<file path="src/hdl/pss_defs.svh">
// field positions, reset values and source codes of the pulse source selector
`ifndef PSS_DEFS_SVH
`define PSS_DEFS_SVH

// ****************************************************************
// register width and phase count
// ****************************************************************
`define PSS_REG_W        9
`define PSS_NUM_PHASE    3

// ****************************************************************
// source select fields
// ****************************************************************
`define PSS_SEL2_LSB     3
`define PSS_SEL2_MSB     5
`define PSS_SEL3_LSB     6
`define PSS_SEL3_MSB     8
`define PSS_SEL2_RST     3'h1
`define PSS_SEL3_RST     3'h2

// ****************************************************************
// phase inclusion fields of the computation mode register
// ****************************************************************
`define PSS_INC2_LSB     3
`define PSS_INC2_MSB     5
`define PSS_INC3_LSB     6
`define PSS_INC3_MSB     8
`define PSS_INC_RST      3'h7

// ****************************************************************
// source codes
// ****************************************************************
`define PSS_SRC_TOT_ACT  3'h0
`define PSS_SRC_TOT_REA  3'h1
`define PSS_SRC_APP      3'h2
`define PSS_SRC_FUN_ACT  3'h3
`define PSS_SRC_FUN_REA  3'h4

`endif

</file>
<file path="src/hdl/pss_pkg.sv">
// types shared by the pulse source selector
package pss_pkg;
  typedef logic [2:0] pss_src_t;
  typedef logic [2:0] pss_phase_t;
endpackage : pss_pkg

</file>
<file path="src/hdl/pss_src_mux.sv">
// one pulse output: source decode and sum over included phases
`timescale 1ns/1ps
`include "pss_defs.svh"

module pss_src_mux #(
  parameter int PW = 24,
  parameter int SW = PW + 2
) (
  // source quantities, phase 0 in the low slice
  input  wire logic [3*PW-1:0]       tot_act,
  input  wire logic [3*PW-1:0]       tot_rea,
  input  wire logic [3*PW-1:0]       app,
  input  wire logic [3*PW-1:0]       fun_act,
  input  wire logic [3*PW-1:0]       fun_rea,
  // configuration
  input  wire pss_pkg::pss_src_t     sel,
  input  wire pss_pkg::pss_phase_t   incl,
  // result
  output logic signed [SW-1:0]       sum,
  output logic                       gen
);

  logic [3*PW-1:0] src;
  logic signed [SW-1:0] acc;
  logic [PW-1:0] slice;

  // ****************************************************************
  // source decode
  // ****************************************************************
  always_comb begin
    src = '0;
    gen = 1'b1;
    case (sel)
      `PSS_SRC_TOT_ACT: src = tot_act;
      `PSS_SRC_TOT_REA: src = tot_rea;
      `PSS_SRC_APP:     src = app;
      `PSS_SRC_FUN_ACT: src = fun_act;
      `PSS_SRC_FUN_REA: src = fun_rea;
      // reserved codes stop the output entirely
      default:          gen = 1'b0;
    endcase
  end

  // ****************************************************************
  // phase sum
  // ****************************************************************
  always_comb begin
    acc = '0;
    slice = '0;
    for (int i = 0; i < `PSS_NUM_PHASE; i++) begin
      slice = src[i*PW +: PW];
      if (incl[i]) begin
        acc = acc + signed'({{(SW-PW){slice[PW-1]}}, slice});
      end
    end
    sum = gen ? acc : '0;
  end

endmodule : pss_src_mux

</file>
<file path="src/hdl/pss_top.sv">
// selects the quantity behind the second and third pulse outputs
`timescale 1ns/1ps
`include "pss_defs.svh"

module pss_top #(
  parameter int PW = 24,
  parameter int SW = PW + 2
) (
  // clock and reset
  input  wire logic                 mclk,
  input  wire logic                 rstn,
  // source select register write and readback
  input  wire logic                 cfg_wr,
  input  wire logic [8:0]           cfg_wdata,
  output logic [8:0]                cfg_rdata,
  // computation mode register write and readback
  input  wire logic                 mode_wr,
  input  wire logic [8:0]           mode_wdata,
  output logic [8:0]                mode_rdata,
  // per phase power samples, phase 0 in the low slice
  input  wire logic                 pwr_valid,
  input  wire logic [3*PW-1:0]      tot_act,
  input  wire logic [3*PW-1:0]      tot_rea,
  input  wire logic [3*PW-1:0]      app,
  input  wire logic [3*PW-1:0]      fun_act,
  input  wire logic [3*PW-1:0]      fun_rea,
  // to the pulse converters
  output logic                      sum_valid,
  output logic signed [SW-1:0]      second_pulse_output_power,
  output logic                      second_pulse_output_en,
  output logic signed [SW-1:0]      third_pulse_output_power,
  output logic                      third_pulse_output_en
);

  // ****************************************************************
  // configuration state
  // ****************************************************************
  pss_pkg::pss_src_t   second_pulse_source_select_q;
  pss_pkg::pss_src_t   second_pulse_source_select_d;
  pss_pkg::pss_src_t   third_pulse_source_select_q;
  pss_pkg::pss_src_t   third_pulse_source_select_d;
  pss_pkg::pss_phase_t second_pulse_phase_include_q;
  pss_pkg::pss_phase_t second_pulse_phase_include_d;
  pss_pkg::pss_phase_t third_pulse_phase_include_q;
  pss_pkg::pss_phase_t third_pulse_phase_include_d;
  logic [8:0]          cfg_rdata_q;
  logic [8:0]          cfg_rdata_d;
  logic [8:0]          mode_rdata_q;
  logic [8:0]          mode_rdata_d;

  // ****************************************************************
  // output state
  // ****************************************************************
  logic                sum_valid_q;
  logic                sum_valid_d;
  logic signed [SW-1:0] p2_q;
  logic signed [SW-1:0] p2_d;
  logic signed [SW-1:0] p3_q;
  logic signed [SW-1:0] p3_d;
  logic                en2_q;
  logic                en2_d;
  logic                en3_q;
  logic                en3_d;

  logic signed [SW-1:0] p2_sum;
  logic signed [SW-1:0] p3_sum;
  logic                 p2_gen;
  logic                 p3_gen;

  // ****************************************************************
  // configuration next state
  // ****************************************************************
  always_comb begin
    second_pulse_source_select_d = second_pulse_source_select_q;
    third_pulse_source_select_d  = third_pulse_source_select_q;
    second_pulse_phase_include_d = second_pulse_phase_include_q;
    third_pulse_phase_include_d  = third_pulse_phase_include_q;
    if (cfg_wr) begin
      second_pulse_source_select_d =
        cfg_wdata[`PSS_SEL2_MSB:`PSS_SEL2_LSB];
      third_pulse_source_select_d =
        cfg_wdata[`PSS_SEL3_MSB:`PSS_SEL3_LSB];
    end
    if (mode_wr) begin
      second_pulse_phase_include_d =
        mode_wdata[`PSS_INC2_MSB:`PSS_INC2_LSB];
      third_pulse_phase_include_d =
        mode_wdata[`PSS_INC3_MSB:`PSS_INC3_LSB];
    end
    // bits 2:0 belong to the first output, not kept here
    cfg_rdata_d = '0;
    cfg_rdata_d[`PSS_SEL2_MSB:`PSS_SEL2_LSB] = second_pulse_source_select_d;
    cfg_rdata_d[`PSS_SEL3_MSB:`PSS_SEL3_LSB] = third_pulse_source_select_d;
    mode_rdata_d = '0;
    mode_rdata_d[`PSS_INC2_MSB:`PSS_INC2_LSB] = second_pulse_phase_include_d;
    mode_rdata_d[`PSS_INC3_MSB:`PSS_INC3_LSB] = third_pulse_phase_include_d;
  end

  always_ff @(posedge mclk) begin
    if (!rstn) begin
      // second select resets to total reactive
      second_pulse_source_select_q <= `PSS_SEL2_RST;
      third_pulse_source_select_q  <= `PSS_SEL3_RST;
      second_pulse_phase_include_q <= `PSS_INC_RST;
      third_pulse_phase_include_q  <= `PSS_INC_RST;
      cfg_rdata_q                  <= '0;
      mode_rdata_q                 <= '0;
    end else begin
      second_pulse_source_select_q <= second_pulse_source_select_d;
      third_pulse_source_select_q  <= third_pulse_source_select_d;
      second_pulse_phase_include_q <= second_pulse_phase_include_d;
      third_pulse_phase_include_q  <= third_pulse_phase_include_d;
      cfg_rdata_q                  <= cfg_rdata_d;
      mode_rdata_q                 <= mode_rdata_d;
    end
  end

  // ****************************************************************
  // source selection per output
  // ****************************************************************
  // second output decode and reserved stop
  pss_src_mux #(
    .PW (PW),
    .SW (SW)
  ) u_second (
    .tot_act (tot_act),
    .tot_rea (tot_rea),
    .app     (app),
    .fun_act (fun_act),
    .fun_rea (fun_rea),
    .sel     (second_pulse_source_select_q),
    .incl    (second_pulse_phase_include_q),
    .sum     (p2_sum),
    .gen     (p2_gen)
  );

  // third output decode and reserved stop
  pss_src_mux #(
    .PW (PW),
    .SW (SW)
  ) u_third (
    .tot_act (tot_act),
    .tot_rea (tot_rea),
    .app     (app),
    .fun_act (fun_act),
    .fun_rea (fun_rea),
    .sel     (third_pulse_source_select_q),
    .incl    (third_pulse_phase_include_q),
    .sum     (p3_sum),
    .gen     (p3_gen)
  );

  // ****************************************************************
  // output next state
  // ****************************************************************
  // sums follow the sample strobe; enables track config at once so a
  // reserved code silences the converter without waiting for a sample
  always_comb begin
    sum_valid_d = pwr_valid;
    p2_d        = p2_q;
    p3_d        = p3_q;
    en2_d       = p2_gen;
    en3_d       = p3_gen;
    if (pwr_valid) begin
      p2_d = p2_sum;
      p3_d = p3_sum;
    end
    if (!p2_gen) begin
      p2_d = '0;
    end
    if (!p3_gen) begin
      p3_d = '0;
    end
  end

  always_ff @(posedge mclk) begin
    if (!rstn) begin
      sum_valid_q <= 1'b0;
      p2_q        <= '0;
      p3_q        <= '0;
      en2_q       <= 1'b0;
      en3_q       <= 1'b0;
    end else begin
      sum_valid_q <= sum_valid_d;
      p2_q        <= p2_d;
      p3_q        <= p3_d;
      en2_q       <= en2_d;
      en3_q       <= en3_d;
    end
  end

  // ****************************************************************
  // outputs
  // ****************************************************************
  assign cfg_rdata                 = cfg_rdata_q;
  assign mode_rdata                = mode_rdata_q;
  assign sum_valid                 = sum_valid_q;
  assign second_pulse_output_power = p2_q;
  assign second_pulse_output_en    = en2_q;
  assign third_pulse_output_power  = p3_q;
  assign third_pulse_output_en     = en3_q;

endmodule : pss_top

</file>
<file path="config.mk">
export PLATFORM = sky130hd
export DESIGN_NAME = pss_top
export DESIGN_NICKNAME = d
export VERILOG_FILES = /design/src/hdl/pss_pkg.sv /design/src/hdl/pss_src_mux.sv /design/src/hdl/pss_top.sv
export VERILOG_INCLUDE_DIRS = /design/src /design/src/hdl
export SDC_FILE = /design/constraint.sdc
export NUM_CORES = 1
export LEC_CHECK = 0
export BUFFER_PORTS_ARGS = -buffer_cell sky130_fd_sc_hd__buf_2
export CORE_AREA = 2 2 177 179
export DETAILED_ROUTE_END_ITERATION = 10
export DIE_AREA = 0 0 179 181
export HOLD_SLACK_MARGIN = 0.08
export PLACE_DENSITY = 0.67
export SYNTH_ARGS = -nofsm -noshare
export SYNTH_HDL_FRONTEND = slang
export SYNTH_SLANG_ARGS = --single-unit
</file>
<file path="constraint.sdc">
create_clock -name mclk -period 8.55 [get_ports mclk]
set_clock_uncertainty 0.1 [all_clocks]
set_input_delay 0.4275 -clock mclk [delete_from_list [all_inputs] [get_ports mclk]]
set_output_delay 0.4275 -clock mclk [all_outputs]
set_load 0.005 [all_outputs]
</file>
==> metrics.yaml, run 1 <==
cts_buffer_depth: 2
dieArea_mm2: 0.0324
worst_path_max_delay_cell: "nor3_4"
clock_power_share: 0.141
finalMaxSlewViolations: 0
tns_ps: 0
syn_area_mm2: 0.0134
period_minus_slack_ps: 6950
grt_pass1_vias: 15352
hold_violations: 0
place_congestion: 0.955
cts-hold-fix-buffers: 0
crit_start: "cfg_rdata[5]"
cts_tree: "yes"
fp.dieH_um: 181
ios: 456
drt_iter0_markers: 1465
post-route-period-util: 0.812
switchingPower_mw: 1.57
async_reset_ff_frac: 0
p_int_mw: 1.61
syn_inst: 1846
layout_common_cells: "443 x buf_2, 203 x a21oi_1, 192 x nand2_1"
dr.pass1.iters: 6
yosys_warnings: 0
synth_edf_count: 0
ys.flop_type: "dfxtp_1"
die_x_um: 179
layout-drive-gt1-share: 0.249
syn_to_final_growth_pct: 21.1
swShare: 0.493
totalWireLength_mm: 60.6
p_comb_frac: 0.717
critPathCaptureType: "flop"
tightest_slew_ps: 1060
wl_per_cell_um: 23.3
cpPeakStageDelay_ps: 900
core_mm2: 0.0303
synth_cell_types: 83
yosysSeqAreaShare: 0.112
hold_class: "in -> reg"
cap_viol_max_count: 0
tritoncts.num_buffers: 9
r2r_end: "second_pulse_output_power[25]"
relSlewSlack: 0.292
r2r_slack_ps: 1600
cp-start-kind: "flop"
via_per_inst: 6.39
crit_required_ps: 8660
r2r_cells: 24
clkLatencyLatePin_ps: 350
antenna_found_initial: 8
initial_core_util: 0.441
register_area_mm2: 0.00151
multi_input_area_mm2: 0.0112
dr_total_vias: 16639
syn_area_per_cell_um2: 7.25
rsz0062_at_grt: "no"
cts_sinks: 75
post_cts_buffers: 0
hpwl_mm: 48.8
seq_power_share: 0.142
fin_ws_ps: 1600
p_per_area_mw_per_mm2: 196
setup_violations: 0
p_leak_nw: 7.78
rows: 64
cp-endpoint: "second_pulse_output_power[25]"
ys_ff_latch: 75
grt_usage: 0.357
status: "completed"
cp_data_arrival_time_ps: 7060
grt-ovfl-total: 0
critical_path_class: "reg -> reg"
nFillCells: 3044
fmax_mhz: 144
clockRootBuffer: "clkbuf_16"
cts_resized: 0
io_buffers: 443
grt_pass1_wl_mm: 89.1
worstPathCellList: "nor3_4 > a22oi_1 > a21oi_1 > ha_1 > inv_1 > fa_1 > nor2b_1 > o31ai_1 > a211o_1 > nand4_1 > nand2_1 > o21ai_0 > a31oi_1 > xnor2_1 > mux2_2 > ha_1 > a21o_1 > and2_1 > o21ai_0 > o31ai_1 > a211oi_1 > mux2i_1 > xnor2_1 > a21oi_1"
ant_nets: 0
cp_max_fo: 24
cts_max_level: 3
final_common_cell: "buf_2"
dp_slack_ps: 1760
dp.cells: 2578
grt_max_degree: 87
clk_pin_slew_ps: 70
timing.rr.start: "cfg_rdata[5]"
route.detailed.drc: 0
fin_nets: 2680
peakVddDrop_uv: 120
fin_cells: 2602
[state kept, by name, indices dropped and copies added, names as in the netlist, 2 cells and up]
name / count
mode_rdata: 6
second_pulse_source_select_q: 2
cfg_rdata: 3
third_pulse_output_power: 26
third_pulse_phase_include_q: 3
third_pulse_source_select_q: 3
second_pulse_output_power: 26
second_pulse_phase_include_q: 3
[cell families (layout without fill, tap and decap cells)]
logic type / Yosys count / count (layout) / share of synthesized area
xor+xnor: 62 / 62 / 0.0405
fa+ha+maj: 104 / 104 / 0.0994
other cells: 1 / 14 / 0.000280
simple gates: 485 / 485 / 0.168
buf+inv: 176 / 523 / 0.0533
flops: 75 / 75 / 0.112
compound gates: 728 / 728 / 0.363
mux: 215 / 215 / 0.163
[metrics by stage]
stage               hold slack (ps)  utilization  total power [mW]  instance area [um2]
finish                          213        0.534              3.18                16200
floorplan                       358            -              2.01                13400
global route                    220        0.534              3.40                16200
CTS                             213        0.534              3.14                16200
global placement                353        0.523              2.65                15900
detailed placement              364        0.523              2.68                15900
[critical path, delay by kind of cell (launching register included)]
kind                       cells  cell delay [ps]
AOI/OAI and AO/OA             11             2760
xor gates and xnor gates       2              300
and+or+nand+nor                5             1510
muxes                          2              530
buffers and inverters          1               70
DFF                            1              410
adders and majority gates      3             1110
[power by group through the flow]
stage	Sequential, mW	Combinational [mW]	Clock [mW]
final	0.451	2.28	0.449
after global routing	0.458	2.47	0.466
after CTS	0.450	2.24	0.455
after detailed placement	0.458	2.22	0
after global placement	0.457	2.19	0
after floorplan	0.447	1.56	0
[Yosys cell counts (23+ instances only)]
cell type,number,share of area
mux2_2,28,0.024
xnor2_1,41,0.027
nor2b_1,24,0.011
a21oi_1,203,0.076
a211oi_1,23,0.013
nand2_1,192,0.054
ha_1,100,0.093
inv_1,32,0.0090
nor2_1,125,0.035
nor3_1,23,0.0086
a22oi_1,46,0.026
nand3_1,24,0.0090
o21ai_0,186,0.070
dfxtp_1,75,0.11
a221o_1,96,0.072
a21o_1,38,0.021
mux2i_1,187,0.14
clkbuf_1,111,0.031
[final cells by class]
class / instances / area share
Timing Repair Buffer: 473 / 0.154
Antenna cell: 8 / 0.00123
Multi-Input combinational cell: 1600 / 0.693
Sequential cell: 75 / 0.0931
Inverter: 34 / 0.00787
Clock buffer: 9 / 0.0139
Tap cell: 396 / 0.0306
Clock inverter: 7 / 0.00656
[routing by layer]
layer  GRT usage  routed length, um
met1       0.452              24700
met2       0.582              27800
met3      0.0688               5170
met4       0.163               2910
met5           0                 13
[worst min path at each step]
stage,from,end,slack (ps),cells after the start
final,mode_wdata[6],third_pulse_phase_include_q[0],210,3
after global routing,mode_wdata[8],third_pulse_phase_include_q[2],220,3
after CTS,mode_wdata[6],third_pulse_phase_include_q[0],210,3
after detailed placement,second_pulse_output_power[13],second_pulse_output_power[13],360,2
after global placement,second_pulse_output_power[13],second_pulse_output_power[13],350,2
after floorplan,second_pulse_output_power[13],second_pulse_output_power[13],360,2
(Power assumes the default switching activity.)
==> run 2, diff against run 1 <==
CORE_AREA = 2 2 176 178   (was 2 2 177 179)
DIE_AREA = 0 0 178 180   (was 0 0 179 181)
PLACE_DENSITY = 0.71   (was 0.67)
clock period = 5.7 ns   (was 8.55 ns; I/O delays follow)
==> run 2 against run 1 <==
Worst hold slack got worse by 110 ps; register-to-register slack got worse by 1400 ps; sequential share of layout area down 0.96 points; global-route usage grew 2.4 points; critical endpoint is now second_pulse_output_power[24]; total power up 70%; first-iteration DRC count up 33%; count of clock-buffer cells in the layout is the same.
==> metrics.yaml, run 2 (same netlist as run 1, synthesis figures left out) <==
status: "completed"
dr_total_vias: 17802  # +7.0%
cts_buffer_depth: 2  # unchanged
wl_met3_mm: 5.91  # +14%
worst-path-stages: 23  # -4.2%
fin_nets: 2884  # +7.6%
switchingPower_mw: 2.54  # +62%
via_per_inst: 6.34  # -0.93%
critical_path_class: "reg -> reg"
cp_data_arrival_time_ps: 5640  # -1420 ps
place_congestion: 1.03  # +7.4%
hpwl_mm: 52.4  # +7.4%
dr.pass1.iters: 7  # +1
wl_per_cell_um: 23.1  # -0.84%
antenna_found_initial: 9  # +1
fp.dieH_um: 180  # -0.55%
ios: 456  # unchanged
finalMaxSlewViolations: 0  # unchanged
rows: 64  # unchanged
clk_pin_slew_ps: 60  # about the same
fmax_mhz: 181  # +25%
whs_ps: 102  # -111 ps
dieArea_mm2: 0.0320  # -1.1%
grt_usage: 0.382  # +0.0242
grt_pass1_vias: 16711  # +8.9%
clkLatencyLatePin_ps: 360  # about the same
clock_power_share: 0.119  # -0.022
cap_viol_max_count: 0  # unchanged
wl_met1_mm: 26.2  # +6.2%
tns_ps: 0  # unchanged
p_per_area_mw_per_mm2: 297  # +51%
seq_power_share: 0.124  # -0.018
cts_sinks: 75  # unchanged
multi_input_area_mm2: 0.0116  # +3.0%
tritoncts.num_buffers: 9  # unchanged
core_mm2: 0.0302  # -0.53%
post-route-period-util: 0.972  # +0.159
cp-endpoint: "second_pulse_output_power[24]"
worstPathCellList: "nor3b_4 > buf_8 > buf_4 > a21oi_1 > a21oi_2 > ha_1 > nor2b_2 > o31ai_2 > a211o_1 > nand4_1 > a31oi_2 > xnor2_1 > mux2_2 > ha_1 > buf_4 > and2_1 > nand2_1 > nor3_1 > a2111o_1 > a31o_1 > a2111o_1 > o211ai_1 > a311oi_1"
hold_violations: 0  # unchanged
grt-ovfl-total: 0  # unchanged
highest_layer: "met5"
critPathCaptureType: "flop"
layout-drive-gt1-share: 0.335  # +0.0860
grt_pass1_wl_mm: 95.0  # +6.6%
r2r_end: "second_pulse_output_power[24]"
layout_common_cells: "443 x buf_2, 209 x buf_4, 191 x nand2_1"
initial_core_util: 0.444  # +0.00234
r2r_slack_ps: 160  # -1440 ps
swShare: 0.470  # -0.0225
io_buffers: 443  # unchanged
dp.cells: 2750  # +6.7%
period_minus_slack_ps: 5540  # -1410 ps
r2r_cells: 23  # -4.2%
clockRootBuffer: "clkbuf_16"
drt_iter0_markers: 1954  # +33%
cp_top_family: "compound AO/OA/AOI/OAI gates"
hold_class: "in -> reg"
crit_start: "cfg_rdata[5]"
cts_tree: "yes"
peakVddDrop_uv: 146  # +22%
register_area_mm2: 0.00152  # +0.66%
ant_nets: 0  # unchanged
crit_required_ps: 5800  # -2860 ps
p_leak_nw: 8.85  # +14%
die_x_um: 178  # -0.56%
nFillCells: 2806  # -7.8%
met2_wirelength_mm: 29.7  # +6.9%
cp_num_buf_inv: 3  # +2
syn_to_final_growth_pct: 35.8
cts_max_level: 3  # unchanged
fin_cells: 2810  # +8.0%
timing.rr.start: "cfg_rdata[5]"
cp_max_fo: 9  # -63%
worst_path_max_delay_cell: "a2111o_1"
final_common_cell: "buf_2"
route.detailed.drc: 0  # unchanged
p_comb_frac: 0.757  # +0.040
tightest_slew_ps: 1040  # -14.3 ps
relSlewSlack: 0.304  # +0.0118
setup_violations: 0  # unchanged
cpPeakStageDelay_ps: 440  # -460 ps
cp-start-kind: "flop"
totalWireLength_mm: 64.9  # +7.1%
grt_max_degree: 87  # unchanged
p_int_mw: 2.86  # +77%
## run 2: changes by cell type in the layout (fill, tap and decap cells not counted), moves of 5 or more
cell,change
buf_4,+183
a21oi_1,-20
a21oi_2,+20
buf_6,+9
dlygate4sd3_1,+7
ha_1,-7
o21ai_0,-6
o21ai_1,+6
diode_2,+5
## run 2: how the worst min path moves through the flow
stage                                  start                         endpoint  cells past startpoint
4_1_cts                         cfg_wdata[4]  second_pulse_source_select_q[1]                      3
5_1_grt                        mode_wdata[5]  second_pulse_phase_include_q[2]                      3
3_3_place_gp   second_pulse_output_power[13]    second_pulse_output_power[13]                      2
3_5_place_dp   second_pulse_output_power[12]    second_pulse_output_power[12]                      2
2_1_floorplan                           rstn                     cfg_rdata[3]                      1
6_report                       mode_wdata[5]  second_pulse_phase_include_q[2]                      3
## run 2: repair_timing
action	4_1_cts	5_1_grt
pin swaps	1	24
hold endpoints to repair	7	0
endpoints found under the setup margin	6	16
buffers inserted	0	24
cloned	0	1
resized for setup	11	85
hold buffers	7	0
## run 2: final cells by class
type                    count  area share
diodes                     13     0.00179
clock buffers               9      0.0124
clock inverters             6     0.00488
inverters                  34     0.00702
multi-input cells        1600       0.636
flip-flops and latches     75      0.0835
well taps                 396      0.0272
repair buffers            677       0.227
## run 2: through the flow
step	power [mW]	util	setup slack (ps)	area (um2)
floorplan	3.02	-	-4.44	13500
global placement	4.40	0.568	-59.0	17200
detailed placement	4.47	0.568	-108	17200
CTS	5.14	0.582	-4.95	17600
global route	5.74	0.602	-30.0	18200
finish	5.40	0.602	162	18200
## run 2: per-layer routing
metal  GRT usage  vias up
met3      0.0819      202
met2       0.619     1004
met5           0        -
met1       0.484     8468
met4       0.165        4
li1            -     8124
## run 2: worst register-to-register path, stage by stage, from the launching register on
cell and delay [ps]:
dfxtp_4 400, nor3b_4 270, buf_8 190, buf_4 140, a21oi_1 80, a21oi_2 310
ha_1 310, nor2b_2 170, o31ai_2 250, a211o_1 250, nand4_1 170, a31oi_2 260
xnor2_1 80, mux2_2 300, ha_1 320, buf_4 150, and2_1 140, nand2_1 100
nor3_1 80, a2111o_1 440, a31o_1 250, a2111o_1 410, o211ai_1 100, a311oi_1 100
## run 2: power groups by stage
stage / clock [mW] / combinational, mW / sequential, mW
2_1_floorplan: 0 / 2.35 / 0.672
3_3_place_gp: 0 / 3.73 / 0.678
3_5_place_dp: 0 / 3.79 / 0.679
4_1_cts: 0.644 / 3.83 / 0.669
5_1_grt: 0.660 / 4.40 / 0.680
6_report: 0.640 / 4.09 / 0.669
